[src/core/osc_trim_cfd_map.vh]
// Register indices, field positions, reset values and timing counts of the clock monitor
// Function
// Auto-trim off: software sets fast oscillator trim through the trim register.
// Crystal reference auto-trim adjusts trim itself and locks the trim register.
// Leaving auto-trim copies the last automatic trim value into the trim register.
// Start-of-frame reference auto-trim trims against frame pulses and locks trim.
// Frame auto-trim uses binary or incremental search per algorithm select bit.
// Binary search may move frequency by up to half the trim range.
// Enable bit starts watching the selected source; in sleep only while it runs.
// No edge on the monitored clock within the window raises a failure condition.
// Failure sets the flag; an enabled interrupt stays requested until flag clears.
// Interrupt type one routes to non-maskable request, zero to normal vector.
// Main clock failure forces clock select to the fuse start-up source.
// That override also clears the clock output enable.
// Condition clears on reset, new toggling, or software clearing the flag.
// Persistent condition with interrupt enabled re-raises it every ten slow ticks.
// Test bit injects a fault; non-main source sets flag only.
// Test bit with main clock monitored switches main clock to start-up source.
// Writing one to the flag clears it; writing zero leaves it.
// Run-in-standby keeps an oscillator running in every mode but power-down.
// Main clock runs active/idle, standby on request, stops in power-down after memory.
// After reset monitoring waits for the start-up timer of the monitored source.
// Protected writes need the unlock key first, then a write within four accesses.
// No-edge window is a parameter counted in slow oscillator ticks.
`ifndef OSC_TRIM_CFD_MAP_VH
`define OSC_TRIM_CFD_MAP_VH

// Register indices; byte address is four times the index
`define IDX_MAIN_CTRL_A     6'h00
`define IDX_MAIN_CTRL_B     6'h01
`define IDX_MAIN_CTRL_C     6'h02
`define IDX_IRQ_CTRL        6'h03
`define IDX_IRQ_FLAGS       6'h04
`define IDX_MAIN_STATUS     6'h05
`define IDX_FAST_CTRL       6'h08
`define IDX_TRIM            6'h09
`define IDX_TRIM_STATUS     6'h0A
`define IDX_SLOW_CTRL       6'h18
`define IDX_XSLOW_CTRL      6'h1C
`define IDX_XFAST_CTRL      6'h20
`define IDX_GUARD           6'h3F

// Field positions
`define BIT_MAIN_CLOCK_OUTPUT_ENABLE          7
`define BIT_FAIL_EN         0
`define BIT_FAIL_TEST       1
`define LSB_MON_SRC         2
`define BIT_IRQ_EN          0
`define BIT_IRQ_TYPE        7
`define BIT_FLAG            0
`define BIT_SEARCH_ALGORITHM_SELECT          6
`define BIT_RUN_IN_STANDBY        7

// Encodings
`define AT_OFF              2'h0
`define AT_XTAL             2'h1
`define AT_SOF              2'h2
`define MON_MAIN            2'h0
`define MON_XFAST           2'h1
`define MON_XSLOW           2'h2
`define SLEEP_ACTIVE        2'h0
`define SLEEP_IDLE          2'h1
`define SLEEP_STANDBY       2'h2
`define SLEEP_PDOWN         2'h3

// Reset values
`define RST_REG             8'h00
`define RST_TRIM            7'h40
// Unlock key value is arbitrary
`define UNLOCK_KEY          8'hA5

// Timing counts
`define GUARD_ACCESSES      3'h4
`define REPEAT_TICKS        4'hA
`define FAIL_WINDOW_TICKS   8
`define STARTUP_TICKS       16
`define TRIM_HALF_RANGE     7'h40

`endif

[src/core/osc_trim_cfd.v]
// Fast oscillator trimming, clock failure monitor and sleep clock requests with APB access
//
// The register offsets and register access over APB are this design's own decisions.
`timescale 1ns/1ps
`include "osc_trim_cfd_map.vh"

module osc_trim_cfd #(
   parameter TRIM_W = 7,
   parameter CNT_W = 16,
   parameter TARGET_XTAL = 16'd122,
   parameter TARGET_SOF = 16'd4000,
   parameter FAIL_WINDOW = `FAIL_WINDOW_TICKS,
   parameter STARTUP_WAIT = `STARTUP_TICKS
) (
   // Clock and reset
   input wire clk,
   input wire resetn,
   // APB slave
   input wire psel,
   input wire penable,
   input wire pwrite,
   input wire [7:0] paddr,
   input wire [31:0] pwdata,
   output reg [31:0] prdata,
   output reg pready,
   output reg pslverr,
   // Oscillator events, one-cycle pulses
   input wire fast_osc_tick,
   input wire slow_xtal_tick,
   input wire sof_pulse,
   input wire internal_slow_osc_tick,
   // Monitored clock levels
   input wire mon_main_level,
   input wire mon_xfast_level,
   input wire mon_xslow_level,
   // Start-up source from fuses
   input wire [3:0] fuse_startup_src,
   // Sleep state and requests
   input wire [1:0] sleep_mode,
   input wire periph_req_main,
   input wire [3:0] periph_req_osc,
   input wire nvm_busy,
   // Clock control outputs
   output reg [TRIM_W-1:0] fast_trim,
   output reg [3:0] main_source_select,
   output reg main_clock_output_enable,
   output reg main_clock_run,
   output reg [3:0] osc_run,
   output reg irq_req,
   output reg nmi_req
);

   // Registers
   reg [7:0] ctrl_a_q, ctrl_b_q, ctrl_c_q, irq_ctrl_q, fast_ctrl_q;
   reg [7:0] slow_ctrl_q, xslow_ctrl_q, xfast_ctrl_q;
   reg [TRIM_W-1:0] trim_q, at_trim_q, at_step_q;
   reg flag_q, cond_q, at_sync_q;
   reg [2:0] guard_q;
   reg [3:0] startup_src_q;
   reg strap_taken_q;
   reg [CNT_W-1:0] osc_cnt_q;
   reg [7:0] idle_cnt_q;
   reg [7:0] start_cnt_q;
   reg [3:0] rep_cnt_q;
   reg [2:0] mon_prev_q;
   reg [1:0] at_prev_q;

   // Bus decode
   wire [5:0] idx = paddr[7:2];
   wire access = psel & penable & pready;
   wire wr = access & pwrite;
   wire [7:0] wd = pwdata[7:0];
   wire unlocked = (guard_q != 3'h0);
   wire pwr = wr & unlocked;
   wire mapped = (idx == `IDX_MAIN_CTRL_A) | (idx == `IDX_MAIN_CTRL_B) |
      (idx == `IDX_MAIN_CTRL_C) | (idx == `IDX_IRQ_CTRL) | (idx == `IDX_IRQ_FLAGS) |
      (idx == `IDX_MAIN_STATUS) | (idx == `IDX_FAST_CTRL) | (idx == `IDX_TRIM) |
      (idx == `IDX_TRIM_STATUS) | (idx == `IDX_SLOW_CTRL) | (idx == `IDX_XSLOW_CTRL) |
      (idx == `IDX_XFAST_CTRL) | (idx == `IDX_GUARD);

   // Field views
   wire [1:0] at_sel = fast_ctrl_q[1:0];
   wire at_on = (at_sel == `AT_XTAL) | (at_sel == `AT_SOF);
   wire binary = fast_ctrl_q[`BIT_SEARCH_ALGORITHM_SELECT];
   wire [1:0] mon_src = ctrl_c_q[`LSB_MON_SRC+1:`LSB_MON_SRC];
   wire fail_en = ctrl_c_q[`BIT_FAIL_EN];

   // Auto-trim reference and comparison
   wire ref_evt = ((at_sel == `AT_XTAL) & slow_xtal_tick) | ((at_sel == `AT_SOF) & sof_pulse);
   wire [CNT_W-1:0] target = (at_sel == `AT_SOF) ? TARGET_SOF : TARGET_XTAL;
   wire too_fast = (osc_cnt_q > target);
   wire too_slow = (osc_cnt_q < target);
   wire use_binary = binary & (at_sel == `AT_SOF);

   // Monitored source activity
   wire [2:0] mon_lvl = {mon_xslow_level, mon_xfast_level, mon_main_level};
   wire [2:0] mon_toggle = mon_lvl ^ mon_prev_q;
   reg sel_toggle, src_running;
   always @* begin
      case (mon_src)
         `MON_MAIN: begin
            sel_toggle = mon_toggle[0];
            src_running = main_clock_run;
         end
         `MON_XFAST: begin
            sel_toggle = mon_toggle[1];
            src_running = osc_run[3];
         end
         `MON_XSLOW: begin
            sel_toggle = mon_toggle[2];
            src_running = osc_run[2];
         end
         default: begin
            sel_toggle = 1'b0;
            src_running = 1'b0;
         end
      endcase
   end

   wire sleeping = (sleep_mode != `SLEEP_ACTIVE);
   wire watching = fail_en & (!sleeping | src_running);
   wire armed = watching & (start_cnt_q >= STARTUP_WAIT[7:0]);
   wire timeout = armed & internal_slow_osc_tick &
      (idle_cnt_q + 8'h01 >= FAIL_WINDOW[7:0]);
   wire test_hit = pwr & (idx == `IDX_MAIN_CTRL_C) & wd[`BIT_FAIL_TEST] &
      !ctrl_c_q[`BIT_FAIL_TEST];
   wire fail_evt = (timeout & !cond_q) | test_hit;
   // Injected fault is judged by the source written together with the test bit
   wire [1:0] fail_src = test_hit ? wd[`LSB_MON_SRC+1:`LSB_MON_SRC] : mon_src;
   wire main_fail = fail_evt & (fail_src == `MON_MAIN);
   wire repeat_evt = cond_q & irq_ctrl_q[`BIT_IRQ_EN] & internal_slow_osc_tick &
      (rep_cnt_q == `REPEAT_TICKS - 4'h1);
   wire flag_clr = wr & (idx == `IDX_IRQ_FLAGS) & wd[`BIT_FLAG];

   // Unlock guard counts accesses after the key
   always @(posedge clk or negedge resetn) begin
      if (!resetn) begin
         guard_q <= 3'h0;
      end else if (wr & (idx == `IDX_GUARD) & (wd == `UNLOCK_KEY)) begin
         guard_q <= `GUARD_ACCESSES;
      end else if (access & unlocked) begin
         guard_q <= guard_q - 3'h1;
      end
   end

   // Start-up source strap caught after reset release
   always @(posedge clk or negedge resetn) begin
      if (!resetn) begin
         strap_taken_q <= 1'b0;
         startup_src_q <= 4'h0;
      end else if (!strap_taken_q) begin
         strap_taken_q <= 1'b1;
         startup_src_q <= fuse_startup_src;
      end
   end

   // Control registers
   always @(posedge clk or negedge resetn) begin
      if (!resetn) begin
         ctrl_a_q <= `RST_REG;
         ctrl_b_q <= `RST_REG;
         ctrl_c_q <= `RST_REG;
         irq_ctrl_q <= `RST_REG;
         fast_ctrl_q <= `RST_REG;
         slow_ctrl_q <= `RST_REG;
         xslow_ctrl_q <= `RST_REG;
         xfast_ctrl_q <= `RST_REG;
      end else begin
         if (main_fail) begin
            ctrl_a_q <= {1'b0, ctrl_a_q[6:4], startup_src_q};
         end else if (pwr & (idx == `IDX_MAIN_CTRL_A)) begin
            ctrl_a_q <= {wd[7], 3'h0, wd[3:0]};
         end
         if (pwr & (idx == `IDX_MAIN_CTRL_B)) begin
            ctrl_b_q <= {3'h0, wd[4:0]};
         end
         if (pwr & (idx == `IDX_MAIN_CTRL_C)) begin
            ctrl_c_q <= {4'h0, wd[3:0]};
         end
         if (pwr & (idx == `IDX_IRQ_CTRL)) begin
            irq_ctrl_q <= {wd[7], 6'h00, wd[0]};
         end
         if (pwr & (idx == `IDX_FAST_CTRL)) begin
            fast_ctrl_q <= wd;
         end
         if (pwr & (idx == `IDX_SLOW_CTRL)) begin
            slow_ctrl_q <= {wd[7], 7'h00};
         end
         if (pwr & (idx == `IDX_XSLOW_CTRL)) begin
            xslow_ctrl_q <= {wd[7], 1'b0, wd[5:4], 1'b0, wd[2:0]};
         end
         if (pwr & (idx == `IDX_XFAST_CTRL)) begin
            xfast_ctrl_q <= {wd[7], 1'b0, wd[5:0]};
         end
      end
   end

   // Trim register, written by software only while auto-trim is off
   always @(posedge clk or negedge resetn) begin
      if (!resetn) begin
         trim_q <= `RST_TRIM;
      end else if (pwr & (idx == `IDX_FAST_CTRL) & at_on & (wd[1:0] == `AT_OFF)) begin
         trim_q <= at_trim_q;
      end else if (wr & (idx == `IDX_TRIM) & !at_on) begin
         trim_q <= wd[TRIM_W-1:0];
      end
   end

   // Auto-trim search
   always @(posedge clk or negedge resetn) begin
      if (!resetn) begin
         at_trim_q <= `RST_TRIM;
         at_step_q <= `TRIM_HALF_RANGE;
         osc_cnt_q <= {CNT_W{1'b0}};
         at_sync_q <= 1'b0;
         at_prev_q <= `AT_OFF;
      end else begin
         at_prev_q <= at_sel;
         if (!at_on) begin
            at_trim_q <= trim_q;
            at_step_q <= `TRIM_HALF_RANGE;
            osc_cnt_q <= {CNT_W{1'b0}};
            at_sync_q <= 1'b0;
         end else if (at_prev_q != at_sel) begin
            // Restart from the current trim (binary search from mid-range) so the search has a clean reference period
            at_step_q <= `TRIM_HALF_RANGE;
            osc_cnt_q <= {CNT_W{1'b0}};
            at_sync_q <= 1'b0;
            if (use_binary) begin
               at_trim_q <= `TRIM_HALF_RANGE;
            end
         end else if (ref_evt) begin
            osc_cnt_q <= {CNT_W{1'b0}};
            at_sync_q <= 1'b1;
            if (at_sync_q) begin
               if (use_binary) begin
                  // Step halves each period; may swing half the range early on
                  if (too_fast & (at_trim_q >= at_step_q)) begin
                     at_trim_q <= at_trim_q - at_step_q;
                  end else if (too_slow & (at_trim_q <= ~at_step_q)) begin
                     at_trim_q <= at_trim_q + at_step_q;
                  end
                  if (at_step_q > {{(TRIM_W-1){1'b0}}, 1'b1}) begin
                     at_step_q <= at_step_q >> 1;
                  end
               end else begin
                  if (too_fast & (at_trim_q != {TRIM_W{1'b0}})) begin
                     at_trim_q <= at_trim_q - {{(TRIM_W-1){1'b0}}, 1'b1};
                  end else if (too_slow & (at_trim_q != {TRIM_W{1'b1}})) begin
                     at_trim_q <= at_trim_q + {{(TRIM_W-1){1'b0}}, 1'b1};
                  end
               end
            end
         end else if (fast_osc_tick & (osc_cnt_q != {CNT_W{1'b1}})) begin
            osc_cnt_q <= osc_cnt_q + {{(CNT_W-1){1'b0}}, 1'b1};
         end
      end
   end

   // Failure detector
   always @(posedge clk or negedge resetn) begin
      if (!resetn) begin
         mon_prev_q <= 3'h0;
         idle_cnt_q <= 8'h00;
         start_cnt_q <= 8'h00;
         rep_cnt_q <= 4'h0;
         cond_q <= 1'b0;
         flag_q <= 1'b0;
      end else begin
         mon_prev_q <= mon_lvl;
         if (!watching) begin
            start_cnt_q <= 8'h00;
         end else if (internal_slow_osc_tick & (start_cnt_q < STARTUP_WAIT[7:0])) begin
            start_cnt_q <= start_cnt_q + 8'h01;
         end
         if (!armed | sel_toggle) begin
            idle_cnt_q <= 8'h00;
         end else if (internal_slow_osc_tick & !timeout) begin
            idle_cnt_q <= idle_cnt_q + 8'h01;
         end
         if (fail_evt) begin
            cond_q <= 1'b1;
         end else if (sel_toggle | flag_clr | !watching) begin
            cond_q <= 1'b0;
         end
         if (!cond_q | (rep_cnt_q == `REPEAT_TICKS - 4'h1) & internal_slow_osc_tick) begin
            rep_cnt_q <= 4'h0;
         end else if (internal_slow_osc_tick) begin
            rep_cnt_q <= rep_cnt_q + 4'h1;
         end
         // Set wins over a clear in the same cycle
         if (fail_evt | repeat_evt) begin
            flag_q <= 1'b1;
         end else if (flag_clr) begin
            flag_q <= 1'b0;
         end
      end
   end

   // Sleep clock requests
   wire not_pdown = (sleep_mode != `SLEEP_PDOWN);
   wire [3:0] run_in_standby = {xfast_ctrl_q[7], xslow_ctrl_q[7], slow_ctrl_q[7], fast_ctrl_q[7]};
   reg [3:0] sel_onehot;
   always @* begin
      case (ctrl_a_q[3:0])
         4'h0: sel_onehot = 4'h1;
         4'h1: sel_onehot = 4'h2;
         4'h2: sel_onehot = 4'h4;
         4'h3: sel_onehot = 4'h8;
         default: sel_onehot = 4'h0;
      endcase
   end
   reg main_run_d;
   always @* begin
      case (sleep_mode)
         `SLEEP_ACTIVE: main_run_d = 1'b1;
         `SLEEP_IDLE: main_run_d = 1'b1;
         `SLEEP_STANDBY: main_run_d = periph_req_main | (|(run_in_standby & sel_onehot));
         `SLEEP_PDOWN: main_run_d = nvm_busy;
         default: main_run_d = 1'b1;
      endcase
   end

   // Registered outputs
   always @(posedge clk or negedge resetn) begin
      if (!resetn) begin
         fast_trim <= `RST_TRIM;
         main_source_select <= 4'h0;
         main_clock_output_enable <= 1'b0;
         main_clock_run <= 1'b1;
         osc_run <= 4'h0;
         irq_req <= 1'b0;
         nmi_req <= 1'b0;
      end else begin
         fast_trim <= at_on ? at_trim_q : trim_q;
         main_source_select <= ctrl_a_q[3:0];
         main_clock_output_enable <= ctrl_a_q[`BIT_MAIN_CLOCK_OUTPUT_ENABLE] & main_clock_run;
         main_clock_run <= main_run_d;
         osc_run <= (run_in_standby & {4{not_pdown}}) | periph_req_osc |
            (sel_onehot & {4{main_run_d}});
         irq_req <= flag_q & irq_ctrl_q[`BIT_IRQ_EN] & !irq_ctrl_q[`BIT_IRQ_TYPE];
         nmi_req <= flag_q & irq_ctrl_q[`BIT_IRQ_EN] & irq_ctrl_q[`BIT_IRQ_TYPE];
      end
   end

   // Read mux
   reg [7:0] rd_d;
   always @* begin
      case (idx)
         `IDX_MAIN_CTRL_A: rd_d = ctrl_a_q;
         `IDX_MAIN_CTRL_B: rd_d = ctrl_b_q;
         `IDX_MAIN_CTRL_C: rd_d = ctrl_c_q;
         `IDX_IRQ_CTRL: rd_d = irq_ctrl_q;
         `IDX_IRQ_FLAGS: rd_d = {7'h00, flag_q};
         `IDX_MAIN_STATUS: rd_d = {3'h0, osc_run[3], osc_run[2], osc_run[1], osc_run[0], 1'b0};
         `IDX_FAST_CTRL: rd_d = fast_ctrl_q;
         `IDX_TRIM: rd_d = {{(8-TRIM_W){1'b0}}, at_on ? at_trim_q : trim_q};
         `IDX_TRIM_STATUS: rd_d = {6'h00, at_on, at_sync_q};
         `IDX_SLOW_CTRL: rd_d = slow_ctrl_q;
         `IDX_XSLOW_CTRL: rd_d = xslow_ctrl_q;
         `IDX_XFAST_CTRL: rd_d = xfast_ctrl_q;
         `IDX_GUARD: rd_d = {7'h00, unlocked};
         default: rd_d = 8'h00;
      endcase
   end

   // APB answer: one access cycle, ready and data from flops
   always @(posedge clk or negedge resetn) begin
      if (!resetn) begin
         pready <= 1'b0;
         pslverr <= 1'b0;
         prdata <= 32'h0000_0000;
      end else if (psel & !penable) begin
         pready <= 1'b1;
         pslverr <= !mapped;
         prdata <= pwrite ? 32'h0000_0000 : {24'h00_0000, rd_d};
      end else begin
         pready <= 1'b0;
         pslverr <= 1'b0;
      end
   end

endmodule

[config.mk]
export PLATFORM = sky130hd
export DESIGN_NAME = osc_trim_cfd
export DESIGN_NICKNAME = d
export VERILOG_FILES = /design/src/core/osc_trim_cfd.v
export VERILOG_INCLUDE_DIRS = /design/src /design/src/core
export SDC_FILE = /design/constraint.sdc
export NUM_CORES = 1
export LEC_CHECK = 0
export ABC_CLOCK_PERIOD_IN_PS = 6200
export BUFFER_PORTS_ARGS = -buffer_cell sky130_fd_sc_hd__buf_2
export CORE_UTILIZATION = 50
export CTS_BUF_LIST = sky130_fd_sc_hd__clkbuf_16
export CTS_CLUSTER_DIAMETER = 50
export CTS_CLUSTER_SIZE = 40
export DETAILED_ROUTE_END_ITERATION = 10
export GPL_TIMING_DRIVEN = 0
export PLACE_DENSITY = 0.82
export SETUP_SLACK_MARGIN = 0.3
export SKIP_CTS_REPAIR_TIMING = 1
export SLEW_MARGIN = 10
export SYNTH_ARGS = -nofsm -noshare
export SYNTH_HDL_FRONTEND = slang
export SYNTH_SLANG_ARGS = --single-unit
export TNS_END_PERCENT = 20
[constraint.sdc]
create_clock -name clk -period 6.2 [get_ports clk]
set_input_delay 0.31 -clock clk [delete_from_list [all_inputs] [get_ports clk]]
set_output_delay 0.31 -clock clk [all_outputs]
set_load 0.01 [all_outputs]
==> flow_summary_export.csv <==
group,metric,value,unit
run_status,status,"complete, no violations",
pwr,comb_power_share,0.081,
die,core_area,15300,um2
worst_hold_path,hold_end,"mon_prev_q[1]",
die,die_area,16300,um2
final_layout,drive_gt1_frac,0.196,
pwr,max-vdd-ir-drop,233,uV
sta,period_needed,5120,ps
sta,setup_viol,0,
pwr,p_switching,503,uW
pwr,netSwitchingFraction,0.240,
worst_hold_path,worstHoldStart,"mon_xfast_level",
die,rows,45,
yosys,ys_ff_latch,140,
yosys,syn_area,7900,um2
yosys,yosysUniqueCellTypes,73,
final_layout,seqCellArea,3510,um2
sta,final-hold-violation-count,0,
worst_hold_path,whs_path_depth,1,
setup_path,reg2reg_slack,1080,ps
placement,post-dp-hpwl,13700,um
yosys,synth_cells,788,
sta,tns,0,ps
setup_path,crit_type,"reg -> reg",
pwr,p_leak,4.33,nW
route,avgRoutedWirePerCell,17.1,um
yosys,seq_area_frac_synth,0.444,
yosys,ys.flop_type,"dfrtp_1",
global_routing,grt_max_degree,85,
die,io_pins,117,
global_routing,grt_pass1_wl,31000,um
final_layout,final_common_cell,"dfrtp_1",
yosys,synth.avg_cell_area,10.0,um2
final_layout,final_nets,997,
setup_path,worst-endpoint-required,6560,ps
global_routing,grt_pass1_vias,6122,
die,start_util,0.516,
die,die_x,128,um
yosys,ys_warn_count,0,
flow_run,maxCapViolCount,0,
setup_path,r2r_end,"at_trim_q[6]",
clock_tree,cts_tree,"yes",
final_layout,final_cell_mix,"dfrtp_1, nor2_1, buf_2",
final_layout,fin_cells,1117,
clock_tree,clk_pin_slew,60,ps
route,vias,6382,
global_routing,antenna_found_initial,0,
setup_path,startpoint_type,"flop",
route,wl,19100,um
placement,placed_cells,1084,
yosys,synth-edff-count,0,
pwr,power.share.clock,0.463,
setup_path,reg2reg_depth,18,
global_routing,global_route.overflow_total,0,
route,vias_per_cell,5.71,
sta,worst_pin_slew,1100,ps
sta,rsz0062_at_grt,"false",
placement,port_buffers,61,
pwr,p_int,1.59,mW
clock_tree,clockBufferDepth,2,
pwr,seq_power_share,0.457,
final_layout,area_growth,15.9,%
route,first_pass_iters,7,
route,drcViolationCount,0,
clock_tree,cts_root_buf,"clkbuf_16",
setup_path,cp-end-kind,"flop",
clock_tree,cts_buffers,17,
sta,max_freq,195,MHz
sta,skew,13.1,ps
route,final_antenna_net_count,0,
clock_tree,clk_latency,420,ps
die,die_h,128,um
placement,gp_congestion,0.876,
final_layout,antenna_cells,0,
global_routing,grt_usage,0.246,
route,drt_iter0_markers,524,
final_layout,fin_util,0.598,
yosys,synthArstFlopShare,1.00,
sta,drv_slew,0,
sta,min_period_over_period,0.826,
sta,slew_headroom,0.257,
setup_path,arrival,5480,ps
worst_hold_path,min_path_type,"in -> reg",
setup_path,reg2reg_from,"fast_ctrl_q[0]",
final_layout,fillers,1266,
clock_tree,cts.htree.levels,4,
setup_path,path_max_fanout,9,
pwr,power_density,229,nW/um2
clock_tree,cts_sinks,140,
final_layout,multiInputGateArea,4000,um2
==> area by class of cell <==
cell class / count / share of cell area
clock buffer: 17 / 0.0464
timing repair buffer: 63 / 0.0381
multi-input combinational: 578 / 0.436
tap: 211 / 0.0288
clock inverter: 15 / 0.0145
inverter: 46 / 0.0189
buffer: 47 / 0.0339
sequential: 140 / 0.383
==> worst max-delay path by stage <==
stage | start | to | slack, ps | depth (start not counted)
6_report | fast_ctrl_q[0] | at_trim_q[6] | 1080 | 18
5_1_grt | fast_ctrl_q[0] | at_trim_q[6] | 590 | 18
4_1_cts | fast_ctrl_q[0] | at_trim_q[6] | 1110 | 18
3_5_place_dp | fast_ctrl_q[0] | at_trim_q[6] | 1190 | 18
3_3_place_gp | fast_ctrl_q[0] | at_trim_q[6] | 1270 | 18
2_1_floorplan | fast_ctrl_q[0] | at_trim_q[6] | 1910 | 18
==> worst max-delay path, stage by stage (launching register included) <==
cell and delay [ps]:
dfrtp_1 460, inv_1 130, ha_1 280, inv_1 150, ha_1 320, nand4_1 190
o311ai_0 480, a211oi_1 200, nor3_1 790, inv_1 130, fa_1 450, nor2b_1 180
o31a_1 160, o21ai_0 110, and3_1 210, or3_1 310, a32oi_1 180, and3_1 170
o31a_1 140
==> Yosys cell counts, drive strengths merged, types with 9 or more instances <==
cell / count / area (um2)
buf: 27 / 206
o21ai: 36 / 180
mux2: 47 / 533
nand3: 20 / 100
nand2: 58 / 218
a22oi: 9 / 67.6
and2: 13 / 81.3
xnor2: 12 / 105
ha: 37 / 463
mux2i: 21 / 210
nor2: 81 / 304
nor3: 17 / 96.4
dfrtp: 135 / 3380
clkbuf: 19 / 71.3
xor2: 19 / 166
inv: 46 / 173
nor2b: 9 / 56.3
a21oi: 38 / 190
==> logic make-up (layout without fill, tap and decap cells) <==
| kind of cell | Yosys count | in the layout | synth area share |
|---|---|---|---|
| adders and majority gates | 40 | 40 | 0.0662 |
| and+or+nand+nor | 246 | 246 | 0.152 |
| muxes | 69 | 69 | 0.0969 |
| other | 2 | 25 | 0.000950 |
| DFF | 140 | 140 | 0.444 |
| AOI/OAI and AO/OA | 167 | 167 | 0.144 |
| buffers and inverters | 93 | 188 | 0.0611 |
| xor gates and xnor gates | 31 | 31 | 0.0344 |
==> power by group through the flow <==
stage | Combinational (mW) | Clock (mW) | Sequential [mW]
final | 0.169 | 0.968 | 0.956
after detailed placement | 0.167 | 0 | 0.972
after global routing | 0.191 | 1.02 | 0.959
after floorplan | 0.102 | 0 | 0.969
after global placement | 0.159 | 0 | 0.971
after CTS | 0.168 | 0.973 | 0.956
==> sequential cells by signal, indices dropped and copies added (netlist names), 4 cells and up <==
| name | count |
|---|---|
| ctrl_b_q | 5 |
| startup_src_q | 4 |
| fast_ctrl_q | 8 |
| at_step_q | 7 |
| fast_trim | 7 |
| main_source_select | 4 |
| trim_q | 7 |
| ctrl_a_q | 5 |
| osc_cnt_q | 16 |
| start_cnt_q | 8 |
| at_trim_q | 7 |
| idle_cnt_q | 8 |
| xfast_ctrl_q | 7 |
| ctrl_c_q | 4 |
| rep_cnt_q | 4 |
| xslow_ctrl_q | 6 |
| osc_run | 4 |
| prdata | 8 |
==> routing by layer <==
metal	vias up	GRT usage	wire (um)
met4	0	0.0927	523
met3	49	0.0538	1280
met2	292	0.385	9020
met1	3067	0.337	8310
li1	2974	-	-
met5	-	0	0
==> stage by stage <==
stage | setup WS (ps) | total power, mW | area (um2) | hold slack (ps)
after global placement | 1270 | 1.13 | 8560 | 364
final | 1080 | 2.09 | 9160 | 19.6
after detailed placement | 1190 | 1.14 | 8590 | 317
after CTS | 1110 | 2.10 | 9150 | -125
after global routing | 593 | 2.17 | 9160 | 7.84
after floorplan | 1910 | 1.07 | 7990 | 14.4
(Power assumes the default switching activity.)
